==> config.mk <==
export PLATFORM = sky130hd
export DESIGN_NAME = eetw_two_wire_master
export DESIGN_NICKNAME = d
export VERILOG_FILES = /design/src/include/eetw_pkg.sv /design/src/rtl/eetw_two_wire_master.sv
export SDC_FILE = /design/constraint.sdc
export NUM_CORES = 2
export LEC_CHECK = 0
export BUFFER_PORTS_ARGS = -buffer_cell sky130_fd_sc_hd__clkbuf_2
export CORE_AREA = 4 4 390 392
export DETAILED_ROUTE_END_ITERATION = 8
export DIE_AREA = 0 0 394 396
export HOLD_SLACK_MARGIN = 0.05
export PLACE_DENSITY = 0.81
export SLEW_MARGIN = 20
export SYNTH_ARGS = -nofsm -noshare
export SYNTH_HDL_FRONTEND = slang
export SYNTH_SLANG_ARGS = --single-unit
==> constraint.sdc <==
create_clock -name clock -period 6.2 [get_ports clock]
set_input_delay 0.31 -clock clock [delete_from_list [all_inputs] [get_ports clock]]
set_output_delay 0.31 -clock clock [all_outputs]
set_load 0.01 [all_outputs]
==> src/include/eetw_pkg.sv <==
// Constants and types for the EEPROM two-wire command and status block.
// Assumes a 10 MHz device clock and a 16-bit management register port.
package eetw_pkg;
   // ****************************************************************
   // Register map and fields
   // ****************************************************************
   localparam logic [4:0] ADDR_CMD = 5'h10;
   localparam logic [4:0] ADDR_STAT = 5'h11;
   localparam logic [4:0] ADDR_CTRL = 5'h12;
   localparam logic [15:0] RST_CMD = 16'h0100;
   localparam logic [15:0] RST_STAT = 16'h0000;
   localparam logic [15:0] RST_CTRL = 16'hA000;
   localparam int CMD_SLV_HI = 15;
   localparam int CMD_SLV_LO = 9;
   localparam int CMD_DIR = 8;
   localparam int CTRL_WT_HI = 15;
   localparam int CTRL_WT_LO = 12;
   localparam int CTRL_RL_HI = 11;
   localparam int CTRL_RL_LO = 10;
   localparam int CTRL_RB = 9;
   // ****************************************************************
   // Status codes
   // ****************************************************************
   localparam logic [2:0] ST_READY = 3'h0;
   localparam logic [2:0] ST_DONE = 3'h1;
   localparam logic [2:0] ST_BUSY = 3'h2;
   localparam logic [2:0] ST_RBFAIL = 3'h3;
   localparam logic [2:0] ST_FAIL = 3'h5;
   localparam logic [2:0] ST_IGN = 3'h7;
   localparam logic [2:0] RL_PART = 3'h2;
   // ****************************************************************
   // Timing
   // ****************************************************************
   localparam int CLK_NS = 100;
   localparam int QTR_NS = 200;
   localparam int QTR_CYC = (QTR_NS + CLK_NS - 1) / CLK_NS;
   localparam int WR_UNIT_NS = 1050000;
   localparam int WR_UNIT_CYC_DEF = WR_UNIT_NS / CLK_NS;
   localparam int BLK_BYTES = 128;
   localparam int RAM_BYTES = 256;
   localparam logic [6:0] LAST_IN_BLK = 7'h7F;
   localparam logic [3:0] ACK_BIT = 4'h8;
   // ****************************************************************
   // Sequencer states
   // ****************************************************************
   typedef enum logic [3:0] {
      S_IDLE, S_START, S_DEVW, S_BADDR, S_WDATA,
      S_RSTART, S_DEVR, S_RDATA, S_STOP, S_WAIT
   } eetw_state_e;
endpackage

==> src/rtl/eetw_two_wire_master.sv <==
// Two-wire EEPROM master with byte access, reload to RAM and status.
// Assumes the register port is on the device clock; scl/sda are pins.
//
// What this block does
// - Writing the command register updates the byte-access status field.
// - Byte-access status reads 010 while the command executes.
// - Final byte status persists until status read, the read clears it.
// - A new command without reading overwrites the previous status.
// - A byte command during a byte command is ignored, no 111.
// - Byte codes: 000 ready, 001 done, 010 busy, 101 failed, 111 ignored; 011 unused.
// - Done-without-error when the slave acknowledges every byte before any read-back.
// - Read-back mismatch or missing acknowledge still reports 001.
// - Read-data field holds the EEPROM byte, valid only with 001.
// - Setting the upper reload bit updates the reload status field.
// - Reload status reads 010 until done, final code latches until read.
// - New reload drops old status; reload during reload ignored, no 111.
// - Reload codes: 001 all, 010 second half failed, 101 first half.
// - Status bits 12:11 always read zero.
// - Command write starts a transfer only when the interface is free.
// - Reload field: 0x normal, 10 RAM only, 11 RAM and reinit.
// - With read-back enabled every acknowledged write is read back into read data.
module eetw_two_wire_master #(
   parameter int WR_UNIT_CYC = eetw_pkg::WR_UNIT_CYC_DEF
) (
   input wire logic clock,
   input wire logic rst,
   input wire logic reg_wr,
   input wire logic reg_rd,
   input wire logic [4:0] reg_addr,
   input wire logic [15:0] reg_wdata,
   output logic [15:0] reg_rdata_r,
   input wire logic scl_in,
   output logic scl_out_r,
   output logic scl_oe_r,
   input wire logic sda_in,
   output logic sda_out_r,
   output logic sda_oe_r,
   input wire logic [7:0] ram_addr,
   output logic [7:0] ram_data_r,
   output logic phy_reinit_r
);
   // ****************************************************************
   // State
   // ****************************************************************
   eetw_pkg::eetw_state_e state_r, state_nxt;
   logic [15:0] cmd_r, cmd_nxt, ctrl_r, ctrl_nxt, reg_rdata_nxt;
   logic [2:0] tw_r, tw_nxt, rl_r, rl_nxt;
   logic [7:0] rdbyte_r, rdbyte_nxt, sh_r, sh_nxt;
   logic job_rd_r, job_rd_nxt, job_rl_r, job_rl_nxt, rb_r, rb_nxt;
   logic blk_r, blk_nxt, fail_r, fail_nxt, ack_r, ack_nxt;
   logic [6:0] cnt_r, cnt_nxt;
   logic [1:0] q_r, q_nxt;
   logic [3:0] bit_r, bit_nxt;
   logic [7:0] div_r, div_nxt;
   logic [19:0] wait_r, wait_nxt;
   logic scl_oe_nxt, sda_oe_nxt, phy_reinit_nxt;
   logic scl_m_r, scl_s_r, sda_m_r, sda_s_r;
   logic tick, op_done, tw_busy, rl_busy, is_start, is_stop, is_rd;
   logic ram_we, stall;
   logic [7:0] ram_wa;
   logic [7:0] ram [eetw_pkg::RAM_BYTES];

   function automatic logic [7:0] byte_for(
      input eetw_pkg::eetw_state_e s, input logic [15:0] cmd,
      input logic [7:0] wdata, input logic rl, input logic blk);
      logic [7:0] v;
      v = 8'hFF;
      case (s)
         eetw_pkg::S_DEVW: v = {cmd[eetw_pkg::CMD_SLV_HI:
                                    eetw_pkg::CMD_SLV_LO], 1'b0};
         eetw_pkg::S_DEVR: v = {cmd[eetw_pkg::CMD_SLV_HI:
                                    eetw_pkg::CMD_SLV_LO], 1'b1};
         eetw_pkg::S_BADDR: v = rl ? {blk, 7'h00} : cmd[7:0];
         eetw_pkg::S_WDATA: v = wdata;
         default: v = 8'hFF;
      endcase
      return v;
   endfunction

   // ****************************************************************
   // Next state
   // ****************************************************************
   always_comb begin
      state_nxt = state_r;
      cmd_nxt = cmd_r;
      ctrl_nxt = ctrl_r;
      tw_nxt = tw_r;
      rl_nxt = rl_r;
      rdbyte_nxt = rdbyte_r;
      sh_nxt = sh_r;
      job_rd_nxt = job_rd_r;
      job_rl_nxt = job_rl_r;
      rb_nxt = rb_r;
      blk_nxt = blk_r;
      fail_nxt = fail_r;
      ack_nxt = ack_r;
      cnt_nxt = cnt_r;
      q_nxt = q_r;
      bit_nxt = bit_r;
      wait_nxt = wait_r;
      scl_oe_nxt = scl_oe_r;
      sda_oe_nxt = sda_oe_r;
      phy_reinit_nxt = 1'b0;
      reg_rdata_nxt = reg_rdata_r;
      op_done = 1'b0;
      ram_we = 1'b0;
      ram_wa = {blk_r, cnt_r};
      tick = (div_r == 8'h00);
      div_nxt = tick ? 8'(eetw_pkg::QTR_CYC - 1) : div_r - 8'h01;
      tw_busy = (state_r != eetw_pkg::S_IDLE) && !job_rl_r;
      rl_busy = (state_r != eetw_pkg::S_IDLE) && job_rl_r;
      is_start = (state_r == eetw_pkg::S_START) ||
                 (state_r == eetw_pkg::S_RSTART);
      is_stop = (state_r == eetw_pkg::S_STOP);
      is_rd = (state_r == eetw_pkg::S_RDATA);
      // Released clock held low by the slave stretches the bit
      stall = !scl_oe_r && !scl_s_r;

      // Reads; clearing spares a field whose job is still running
      if (reg_rd) begin
         case (reg_addr)
            eetw_pkg::ADDR_CMD: reg_rdata_nxt = cmd_r;
            eetw_pkg::ADDR_STAT: reg_rdata_nxt = {rl_r, 2'b00, tw_r,
                                                 rdbyte_r};
            eetw_pkg::ADDR_CTRL: reg_rdata_nxt = ctrl_r;
            default: reg_rdata_nxt = 16'h0000;
         endcase
         if (reg_addr == eetw_pkg::ADDR_STAT) begin
            if (!tw_busy) tw_nxt = eetw_pkg::ST_READY;
            if (!rl_busy) rl_nxt = eetw_pkg::ST_READY;
         end
      end

      // Command write: start when free, otherwise ignore
      if (reg_wr && reg_addr == eetw_pkg::ADDR_CMD) begin
         if (state_r == eetw_pkg::S_IDLE) begin
            cmd_nxt = reg_wdata;
            tw_nxt = eetw_pkg::ST_BUSY;
            job_rd_nxt = reg_wdata[eetw_pkg::CMD_DIR];
            job_rl_nxt = 1'b0;
            rb_nxt = 1'b0;
            fail_nxt = 1'b0;
            state_nxt = eetw_pkg::S_START;
         end else if (rl_busy) begin
            tw_nxt = eetw_pkg::ST_IGN;
         end
      end

      // Control write; the reload field clears itself at the end
      if (reg_wr && reg_addr == eetw_pkg::ADDR_CTRL) begin
         ctrl_nxt = reg_wdata;
         if (rl_busy) begin
            ctrl_nxt[eetw_pkg::CTRL_RL_HI:eetw_pkg::CTRL_RL_LO] =
               ctrl_r[eetw_pkg::CTRL_RL_HI:eetw_pkg::CTRL_RL_LO];
         end else if (reg_wdata[eetw_pkg::CTRL_RL_HI]) begin
            if (state_r == eetw_pkg::S_IDLE) begin
               rl_nxt = eetw_pkg::ST_BUSY;
               job_rl_nxt = 1'b1;
               job_rd_nxt = 1'b1;
               rb_nxt = 1'b0;
               blk_nxt = 1'b0;
               cnt_nxt = 7'h00;
               fail_nxt = 1'b0;
               state_nxt = eetw_pkg::S_START;
            end else begin
               rl_nxt = eetw_pkg::ST_IGN;
               ctrl_nxt[eetw_pkg::CTRL_RL_HI:eetw_pkg::CTRL_RL_LO] = 2'b00;
            end
         end
      end

      // Bit engine: four quarters per bit, start and stop
      if (state_r != eetw_pkg::S_IDLE && state_r != eetw_pkg::S_WAIT &&
          tick && !stall) begin
         q_nxt = q_r + 2'h1;
         case (q_r)
            2'h0: begin
               if (is_start) sda_oe_nxt = 1'b0;
               else if (is_stop) sda_oe_nxt = 1'b1;
               else if (bit_r == eetw_pkg::ACK_BIT)
                  sda_oe_nxt = is_rd && job_rl_r &&
                               cnt_r != eetw_pkg::LAST_IN_BLK;
               else sda_oe_nxt = !is_rd && !sh_r[7];
            end
            2'h1: scl_oe_nxt = 1'b0;
            2'h2: begin
               if (is_start) sda_oe_nxt = 1'b1;
               else if (is_stop) sda_oe_nxt = 1'b0;
               else if (bit_r == eetw_pkg::ACK_BIT) ack_nxt = sda_s_r;
               else sh_nxt = {sh_r[6:0], is_rd & sda_s_r};
            end
            default: begin
               if (!is_stop) scl_oe_nxt = 1'b1;
               if (is_start || is_stop || bit_r == eetw_pkg::ACK_BIT)
                  op_done = 1'b1;
               else bit_nxt = bit_r + 4'h1;
            end
         endcase
      end

      // Write cycle time before the read-back
      if (state_r == eetw_pkg::S_WAIT) begin
         if (wait_r == 20'h00000) begin
            rb_nxt = 1'b1;
            state_nxt = eetw_pkg::S_START;
         end else begin
            wait_nxt = wait_r - 20'h00001;
         end
      end

      // Byte sequencer; a high ack bit is a refusal
      if (op_done) begin
         q_nxt = 2'h0;
         bit_nxt = 4'h0;
         case (state_r)
            eetw_pkg::S_START: state_nxt = eetw_pkg::S_DEVW;
            eetw_pkg::S_RSTART: state_nxt = eetw_pkg::S_DEVR;
            eetw_pkg::S_DEVW, eetw_pkg::S_BADDR, eetw_pkg::S_DEVR,
            eetw_pkg::S_WDATA: begin
               if (ack_r) begin
                  fail_nxt = 1'b1;
                  state_nxt = eetw_pkg::S_STOP;
               end else if (state_r == eetw_pkg::S_DEVW)
                  state_nxt = eetw_pkg::S_BADDR;
               else if (state_r == eetw_pkg::S_DEVR)
                  state_nxt = eetw_pkg::S_RDATA;
               else if (state_r == eetw_pkg::S_WDATA)
                  state_nxt = eetw_pkg::S_STOP;
               else if (!job_rd_r && !rb_r)
                  state_nxt = eetw_pkg::S_WDATA;
               else state_nxt = eetw_pkg::S_RSTART;
            end
            eetw_pkg::S_RDATA: begin
               if (job_rl_r) begin
                  ram_we = 1'b1;
                  if (cnt_r == eetw_pkg::LAST_IN_BLK) begin
                     cnt_nxt = 7'h00;
                     state_nxt = eetw_pkg::S_STOP;
                  end else begin
                     cnt_nxt = cnt_r + 7'h01;
                  end
               end else begin
                  rdbyte_nxt = sh_r;
                  state_nxt = eetw_pkg::S_STOP;
               end
            end
            default: begin
               if (!fail_r && !job_rd_r && !rb_r &&
                   ctrl_r[eetw_pkg::CTRL_RB]) begin
                  wait_nxt = 20'(ctrl_r[eetw_pkg::CTRL_WT_HI:
                                       eetw_pkg::CTRL_WT_LO]) *
                             20'(WR_UNIT_CYC);
                  state_nxt = eetw_pkg::S_WAIT;
               end else if (job_rl_r && !fail_r && !blk_r) begin
                  blk_nxt = 1'b1;
                  state_nxt = eetw_pkg::S_START;
               end else begin
                  state_nxt = eetw_pkg::S_IDLE;
                  if (job_rl_r) begin
                     rl_nxt = !fail_r ? eetw_pkg::ST_DONE :
                              blk_r ? eetw_pkg::RL_PART :
                              eetw_pkg::ST_FAIL;
                     phy_reinit_nxt = !fail_r &&
                                      ctrl_r[eetw_pkg::CTRL_RL_LO];
                     ctrl_nxt[eetw_pkg::CTRL_RL_HI:eetw_pkg::CTRL_RL_LO] =
                        2'b00;
                  end else begin
                     // Read-back trouble never downgrades the write
                     tw_nxt = (fail_r && !rb_r) ? eetw_pkg::ST_FAIL :
                              eetw_pkg::ST_DONE;
                  end
               end
            end
         endcase
         sh_nxt = byte_for(state_nxt, cmd_r, ctrl_r[7:0], job_rl_r,
                           blk_nxt);
      end
   end

   // ****************************************************************
   // Registers
   // ****************************************************************
   always_ff @(posedge clock) begin
      scl_m_r <= scl_in;
      scl_s_r <= scl_m_r;
      sda_m_r <= sda_in;
      sda_s_r <= sda_m_r;
      scl_out_r <= 1'b0;
      sda_out_r <= 1'b0;
      if (ram_we) ram[ram_wa] <= sh_r;
      ram_data_r <= ram[ram_addr];
      if (rst) begin
         state_r <= eetw_pkg::S_IDLE;
         cmd_r <= eetw_pkg::RST_CMD;
         ctrl_r <= eetw_pkg::RST_CTRL;
         tw_r <= eetw_pkg::RST_STAT[10:8];
         rl_r <= eetw_pkg::RST_STAT[15:13];
         rdbyte_r <= eetw_pkg::RST_STAT[7:0];
         sh_r <= 8'h00;
         job_rd_r <= 1'b0;
         job_rl_r <= 1'b0;
         rb_r <= 1'b0;
         blk_r <= 1'b0;
         fail_r <= 1'b0;
         ack_r <= 1'b0;
         cnt_r <= 7'h00;
         q_r <= 2'h0;
         bit_r <= 4'h0;
         div_r <= 8'h00;
         wait_r <= 20'h00000;
         scl_oe_r <= 1'b0;
         sda_oe_r <= 1'b0;
         phy_reinit_r <= 1'b0;
         reg_rdata_r <= 16'h0000;
      end else begin
         state_r <= state_nxt;
         cmd_r <= cmd_nxt;
         ctrl_r <= ctrl_nxt;
         tw_r <= tw_nxt;
         rl_r <= rl_nxt;
         rdbyte_r <= rdbyte_nxt;
         sh_r <= sh_nxt;
         job_rd_r <= job_rd_nxt;
         job_rl_r <= job_rl_nxt;
         rb_r <= rb_nxt;
         blk_r <= blk_nxt;
         fail_r <= fail_nxt;
         ack_r <= ack_nxt;
         cnt_r <= cnt_nxt;
         q_r <= q_nxt;
         bit_r <= bit_nxt;
         div_r <= div_nxt;
         wait_r <= wait_nxt;
         scl_oe_r <= scl_oe_nxt;
         sda_oe_r <= sda_oe_nxt;
         phy_reinit_r <= phy_reinit_nxt;
         reg_rdata_r <= reg_rdata_nxt;
      end
   end
endmodule // eetw_two_wire_master

Word level (Yosys, flattened, before mapping)
Memories as Yosys holds them, arrays and structs flattened. A register that Yosys moved wholly into a read port is not among the register bits.
Index checks and enable logic that the tools add are counted.
{"block": "word_totals", "ram_bits": 2048, "n_memories": 1, "elab_cells": 255, "in_bits": 35, "ff_bits": 128}
{"block": "classes", "reduce_logical": 54, "add_sub_neg": 5, "n_eq_ne": 27, "bitwise": 8, "n_mul": 1, "mux": 131}
{"memory": "ram", "depth": 256, "width": 8, "read_ports": 1, "rd_clocked_by_memory_dff": 1, "wr": 1, "line": "eetw_two_wire_master.sv:61", "rtl": "logic [7:0] ram [eetw_pkg::RAM_BYTES];"}
{"op": "two-way mux 20 bit", "n": 5}
{"op": "two-way mux 3 bit", "n": 26}
{"op": "two-way mux 4 bit", "n": 17}
{"op": "two-way mux 7 bit", "n": 8}
{"op": "two-way mux 8 bit", "n": 7}
{"op": "two-way mux 1 bit", "n": 54}
{"op": "case mux 16 bit (3 select lines)", "n": 1}
{"op": "case mux 8 bit (4 select lines)", "n": 1}
{"op": "equality test 4 x 3 -> 1 bit, second input constant", "n": 6}
{"op": "zero test 20 bit", "n": 1}
{"op": "subtractor 20 x 1 -> 20 bit, second input constant", "n": 1}
{"op": "logical AND 1 bit", "n": 19}
{"op": "equality test 4 x 2 -> 1 bit, second input constant", "n": 4}
{"op": "multiplier 4 x 12 -> 16 bit, second input constant", "n": 1}
{"op": "two-way mux 2 bit", "n": 8}
{"op": "case mux 4 bit (4 select lines)", "n": 1}
{"op": "equality test 5 bit, second input constant", "n": 3}
{"op": "equality test 4 bit, second input constant", "n": 3}
{"op": "two-way mux 12 bit", "n": 1}
{"op": "AND reduction 3 bit", "n": 4}
{"op": "OR reduction 12 bit", "n": 1}
{"op": "zero test 1 bit", "n": 10}
{"op": "AND reduction 5 bit", "n": 2}
{"op": "zero test 8 bit", "n": 1}
{"op": "26 further kinds", "n": 41}

Logic depth before layout (Yosys ltp)
{"block": "depth", "word_depth": 16, "mapped_depth": 13, "depth_no_buf": 9}

Worst setup path before layout
Ideal clock, no wire load.
{"block": "synth_timing", "path_kind": "register to register", "start": "register sh_r[7]", "end": "register sda_oe_r", "required_ns": 6.066, "synth_period_minus_slack_ns": 4.442, "setup_slack_ns": 1.758, "arrival_time_ns": 4.309, "stages_incl_launch_ff": 5, "setup_ns": 0.134, "cell_sequence": "dfxtp_1 -> o221a_2 -> nor3_1 -> a21oi_1 -> a211oi_1"}
{"block": "synth_via", "elab_chain_len": 6}
{"item": "start, declared", "line": "eetw_two_wire_master.sv:48", "rtl": "logic [7:0] rdbyte_r, rdbyte_nxt, sh_r, sh_nxt;"}
{"item": "start signal, assigned", "line": "eetw_two_wire_master.sv:322", "rtl": "sh_r <= sh_nxt;"}
{"item": "zero test 1 bit", "line": "eetw_two_wire_master.sv:183", "rtl": "else sda_oe_nxt = !is_rd && !sh_r[7];"}
{"item": "logical AND 1 bit", "line": "eetw_two_wire_master.sv:183"}
{"item": "two-way mux 1 bit", "line": "eetw_two_wire_master.sv:180", "rtl": "else if (bit_r == eetw_pkg::ACK_BIT)"}
{"item": "two-way mux 1 bit", "line": "eetw_two_wire_master.sv:179", "rtl": "else if (is_stop) sda_oe_nxt = 1'b1;"}
{"item": "two-way mux 1 bit", "line": "eetw_two_wire_master.sv:178", "rtl": "if (is_start) sda_oe_nxt = 1'b0;"}
{"item": "case mux 1 bit (2 select lines)", "line": "eetw_two_wire_master.sv:176", "rtl": "case (q_r)"}
{"item": "end signal, assigned", "line": "eetw_two_wire_master.sv:335", "rtl": "sda_oe_r <= sda_oe_nxt;"}
{"item": "end, declared", "line": "eetw_two_wire_master.sv:37", "rtl": "output logic sda_oe_r,"}
Every way passes these cells.
A chain may end at the register's enable or synchronous reset.

Worst setup path in the final report
{"block": "layout_timing", "start": "register state_r[3]", "end": "memory ram[255][2] (enable)"}
{"block": "layout_via", "elab_chain_len": 10, "elab_cells_between_ends": 19, "cone_classes": "5 x eq/ne; 7 x mux; 7 x reduce/logical"}
{"item": "start, declared", "line": "eetw_two_wire_master.sv:45", "rtl": "eetw_pkg::eetw_state_e state_r, state_nxt;"}
{"item": "start signal, assigned", "line": "eetw_two_wire_master.sv:293", "rtl": "state_r <= eetw_pkg::S_IDLE;"}
{"item": "start signal, assigned", "line": "eetw_two_wire_master.sv:316", "rtl": "state_r <= state_nxt;"}
{"item": "equality test 4 x 1 -> 1 bit or equality test 4 x 3 -> 1 bit (tied branches)", "line": "eetw_two_wire_master.sv:112, eetw_two_wire_master.sv:113"}
{"item": "logical OR 1 bit", "line": "eetw_two_wire_master.sv:112", "rtl": "is_start = (state_r == eetw_pkg::S_START) ||"}
{"item": "logical OR 1 bit (2 in a row)", "line": "eetw_two_wire_master.sv:194", "rtl": "if (is_start || is_stop || bit_r == eetw_pkg::ACK_BIT)"}
{"item": "two-way mux 1 bit", "line": "eetw_two_wire_master.sv:194"}
{"item": "two-way mux 1 bit", "line": "eetw_two_wire_master.sv:176"}
{"item": "two-way mux 1 bit", "line": "eetw_two_wire_master.sv:173", "rtl": "if (state_r != eetw_pkg::S_IDLE && state_r != eetw_pkg::S_WAIT &&"}
{"item": "two-way mux 1 bit *", "line": "eetw_two_wire_master.sv:212", "rtl": "if (op_done) begin"}
{"item": "two-way mux 1 bit *", "line": "eetw_two_wire_master.sv:290", "rtl": "if (ram_we) ram[ram_wa] <= sh_r;"}
{"item": "two-way mux 1 bit (not written as such) *", "line": "eetw_two_wire_master.sv:290"}
{"item": "end, declared", "line": "eetw_two_wire_master.sv:61"}
Mark *: on every way between the ends. The rest lies on a longest branch, timed or not.

==> impl_metrics.json <==
{
  "root_buffer": "clkbuf_16",
  "die_height_um": 396,
  "multiInputGateArea_um2": 20200,
  "pre_cts_slack_ns": 1.76,
  "fp.dieW_um": 394,
  "ys_seq_area_share_pct": 74.9,
  "worst_slack_ns": 2.16,
  "grt_max_degree": 216,
  "crit_start": "state_r[3]$_SDFF_PP0_",
  "path_depth": 7,
  "cts_buffers": 202,
  "cp_top_family": "simple AND/OR/NAND/NOR gates",
  "nets": 4637,
  "critPathSlowestCell": "or3_1",
  "ctsResizeCount": 0,
  "cp_num_buf_inv": 1,
  "vias_per_cell": 6.92,
  "grt_antenna_before_repair": 12,
  "io_pins": 64,
  "setup_viol": 0,
  "peakVddDrop_uv": 307,
  "hold_buffers": 27,
  "syn-instance-count": 4472,
  "tightest_slew_ns": 1.23,
  "min_period_over_period_pct": 65.2,
  "synth_edf_count": 2048,
  "ant_nets": 0,
  "start_util_pct": 57.6,
  "async_reset_ff_share_pct": 0,
  "critPathCaptureType": "flop",
  "dr.first_iter.drc_count": 7597,
  "fillers": 9457,
  "register_area_um2": 64300,
  "hold_start": "reg_addr[2]",
  "gr-usage-all-layers_pct": 28.2,
  "crit_arrival_ns": 4.50,
  "ys_ff_latch": 2184,
  "leakage_nw": 30.1,
  "place_congestion": 0.885,
  "placementRows": 142,
  "grt_setup_unrepaired": "false",
  "drc": 0,
  "slowest_delay_ns": 0.78,
  "ff2ff_path_depth": 7,
  "clkTransAtPathRegs_ns": 0.06,
  "min_path_cells": 5,
  "path_cells": "or3b_1 -> a21oi_1 -> o2111a_1 -> nand2_1 -> or3_1 -> buf_4 -> nor2_1",
  "cp-start-kind": "flop",
  "core_um2": 149000,
  "fin_crit_ns": 4.04,
  "routedWlPerCell_um": 32.8,
  "vias": 46400,
  "ys.flop_type": "edfxtp_1",
  "cts_sinks": 2184,
  "clkLatencyLatePin_ns": 0.84,
  "netlist_area_um2": 85800,
  "routed_wirelength_mm": 220,
  "portBuffers": 61,
  "final.setup.tns_ns": 0,
  "hold_viol": 0,
  "fmax_ghz": 0.247,
  "grt_pass1_vias": 45900,
  "drive_gt1_share_pct": 20.7,
  "avgSynthCellArea_um2": 19.2,
  "die_area_um2": 156000,
  "cap_violations": 0,
  "rrSetupSlack_ns": 2.16,
  "grt_pass1_wl_mm": 321,
  "yosys_warnings": 0,
  "clockBufferDepth": 3,
  "hpwlAfterDp_mm": 129,
  "post_cts_buffers": 0,
  "maxSlewHeadroom_pct": 17.7,
  "crit_required_ns": 6.66,
  "whs_ns": 0.0987,
  "syn2layout_area_growth_pct": 10.8,
  "cts_max_level": 4,
  "rr_startpoint": "state_r[3]$_SDFF_PP0_",
  "firstDrtPassIters": 9,
  "cts_tree": "built",
  "critical_path_class": "reg -> reg",
  "hold_class": "in -> reg",
  "clock_skew_ns": 0.0460,
  "instances_no_fill": 6703,
  "dpl.cell_count": 6295,
  "ys_types": 80,
  "overflow": 0,
  "cp_max_fo": 19,
  "slew_violations": 0,
  "pwr_density_cell_nw_per_um2": 310,
  "status": "finished, final reports clean"
}
-- placed cells by master, fill, tap and decap left out, types with 41 or more instances in the layout --
master and count:
clkbuf_16 203, nand2_1 186, o21ai_0 62, clkbuf_2 55, nor3_1 41, mux4_2 487, buf_4 77, a22oi_1 120
a21oi_1 122, edfxtp_1 2048, clkinv_1 47, mux2i_1 171, nand3_1 51, dfxtp_1 128, nor2_1 370
-- flip-flops by register name (all words and copies together), names as in the netlist, 7 cells and up --
signal / flops
ram: 2048
wait_r: 20
cmd_r: 16
ctrl_r: 16
reg_rdata_r: 16
div_r: 8
ram_data_r: 8
rdbyte_r: 8
sh_r: 8
cnt_r: 7
-- power breakdown --
group | total, mW | switching [mW] | leakage [nW] | internal [mW]
Clock | 12.3 | 5.49 | 3.19 | 6.85
Combinational | 1.20 | 0.709 | 6.82 | 0.490
Sequential | 15.9 | 0.0297 | 20.1 | 15.9
-- synthesized netlist by cell type, drive strengths merged (46+ instances only) --
cell type / n / area share, %
nor2: 373 / 1.6
mux4: 487 / 13
a22oi: 120 / 1.1
o21ai: 62 / 0.36
dfxtp: 136 / 3.2
a21oi: 124 / 0.73
mux2i: 171 / 2.0
nor3: 46 / 0.31
nand2: 186 / 0.81
edfxtp: 2048 / 72
buf: 167 / 1.1
clkbuf: 105 / 0.46
nand3: 53 / 0.32
-- logic make-up after synthesis --
| logic type | count (synthesis) | share of synthesized area [%] |
|---|---|---|
| buffers and inverters | 291 | 1.65 |
| AOI/OAI and AO/OA | 481 | 3.76 |
| muxes | 673 | 15.0 |
| DFF | 2184 | 74.9 |
| xor gates and xnor gates | 20 | 0.204 |
| other | 1 | 0.00437 |
| and+or+nand+nor | 802 | 4.26 |
| adders and majority gates | 20 | 0.292 |
-- final cells by class --
cell class	count	share of cell area (%)
Timing Repair Buffer	177	1.55
Inverter	19	0.0751
Sequential cell	2184	67.6
Tap cell	1944	2.56
Clock buffer	250	5.62
Clock inverter	124	1.29
Multi-Input combinational cell	1998	21.3
Antenna cell	7	0.0184
-- worst reg2reg max path: cells and delay by family (launching register included) --
family          cells  cell delay (ns)
flops               1             0.65
compound gates      2             0.54
buf+inv             1             0.38
simple gates        4             2.10
-- stage by stage --
stage / utilization, % / area (µm²) / total power [mW]
finish: 63.8 / 95000 / 29.5
global route: 63.8 / 95000 / 30.2
CTS: 63.8 / 95000 / 29.5
detailed placement: 59.2 / 88200 / 17.4
global placement: 59.2 / 88100 / 17.4
floorplan: - / 85800 / 17.0
-- final timing paths --
path | end
max | ram[255][2]$_DFFE_PP_
min | tw_r[1]$_SDFF_PP0_
max reg2reg | ram[255][2]$_DFFE_PP_
min reg2reg | scl_s_r$_DFF_P_
-- layer usage --
metal	track usage [%]	up-vias	share of wire (%)
met5	0	-	0.032
met4	12.9	10	5.3
met3	7.70	682	12
met2	43.9	3640	47
met1	37.8	23600	35
li1	-	18500	-
No activity file was read; power rests on OpenSTA's default activity.
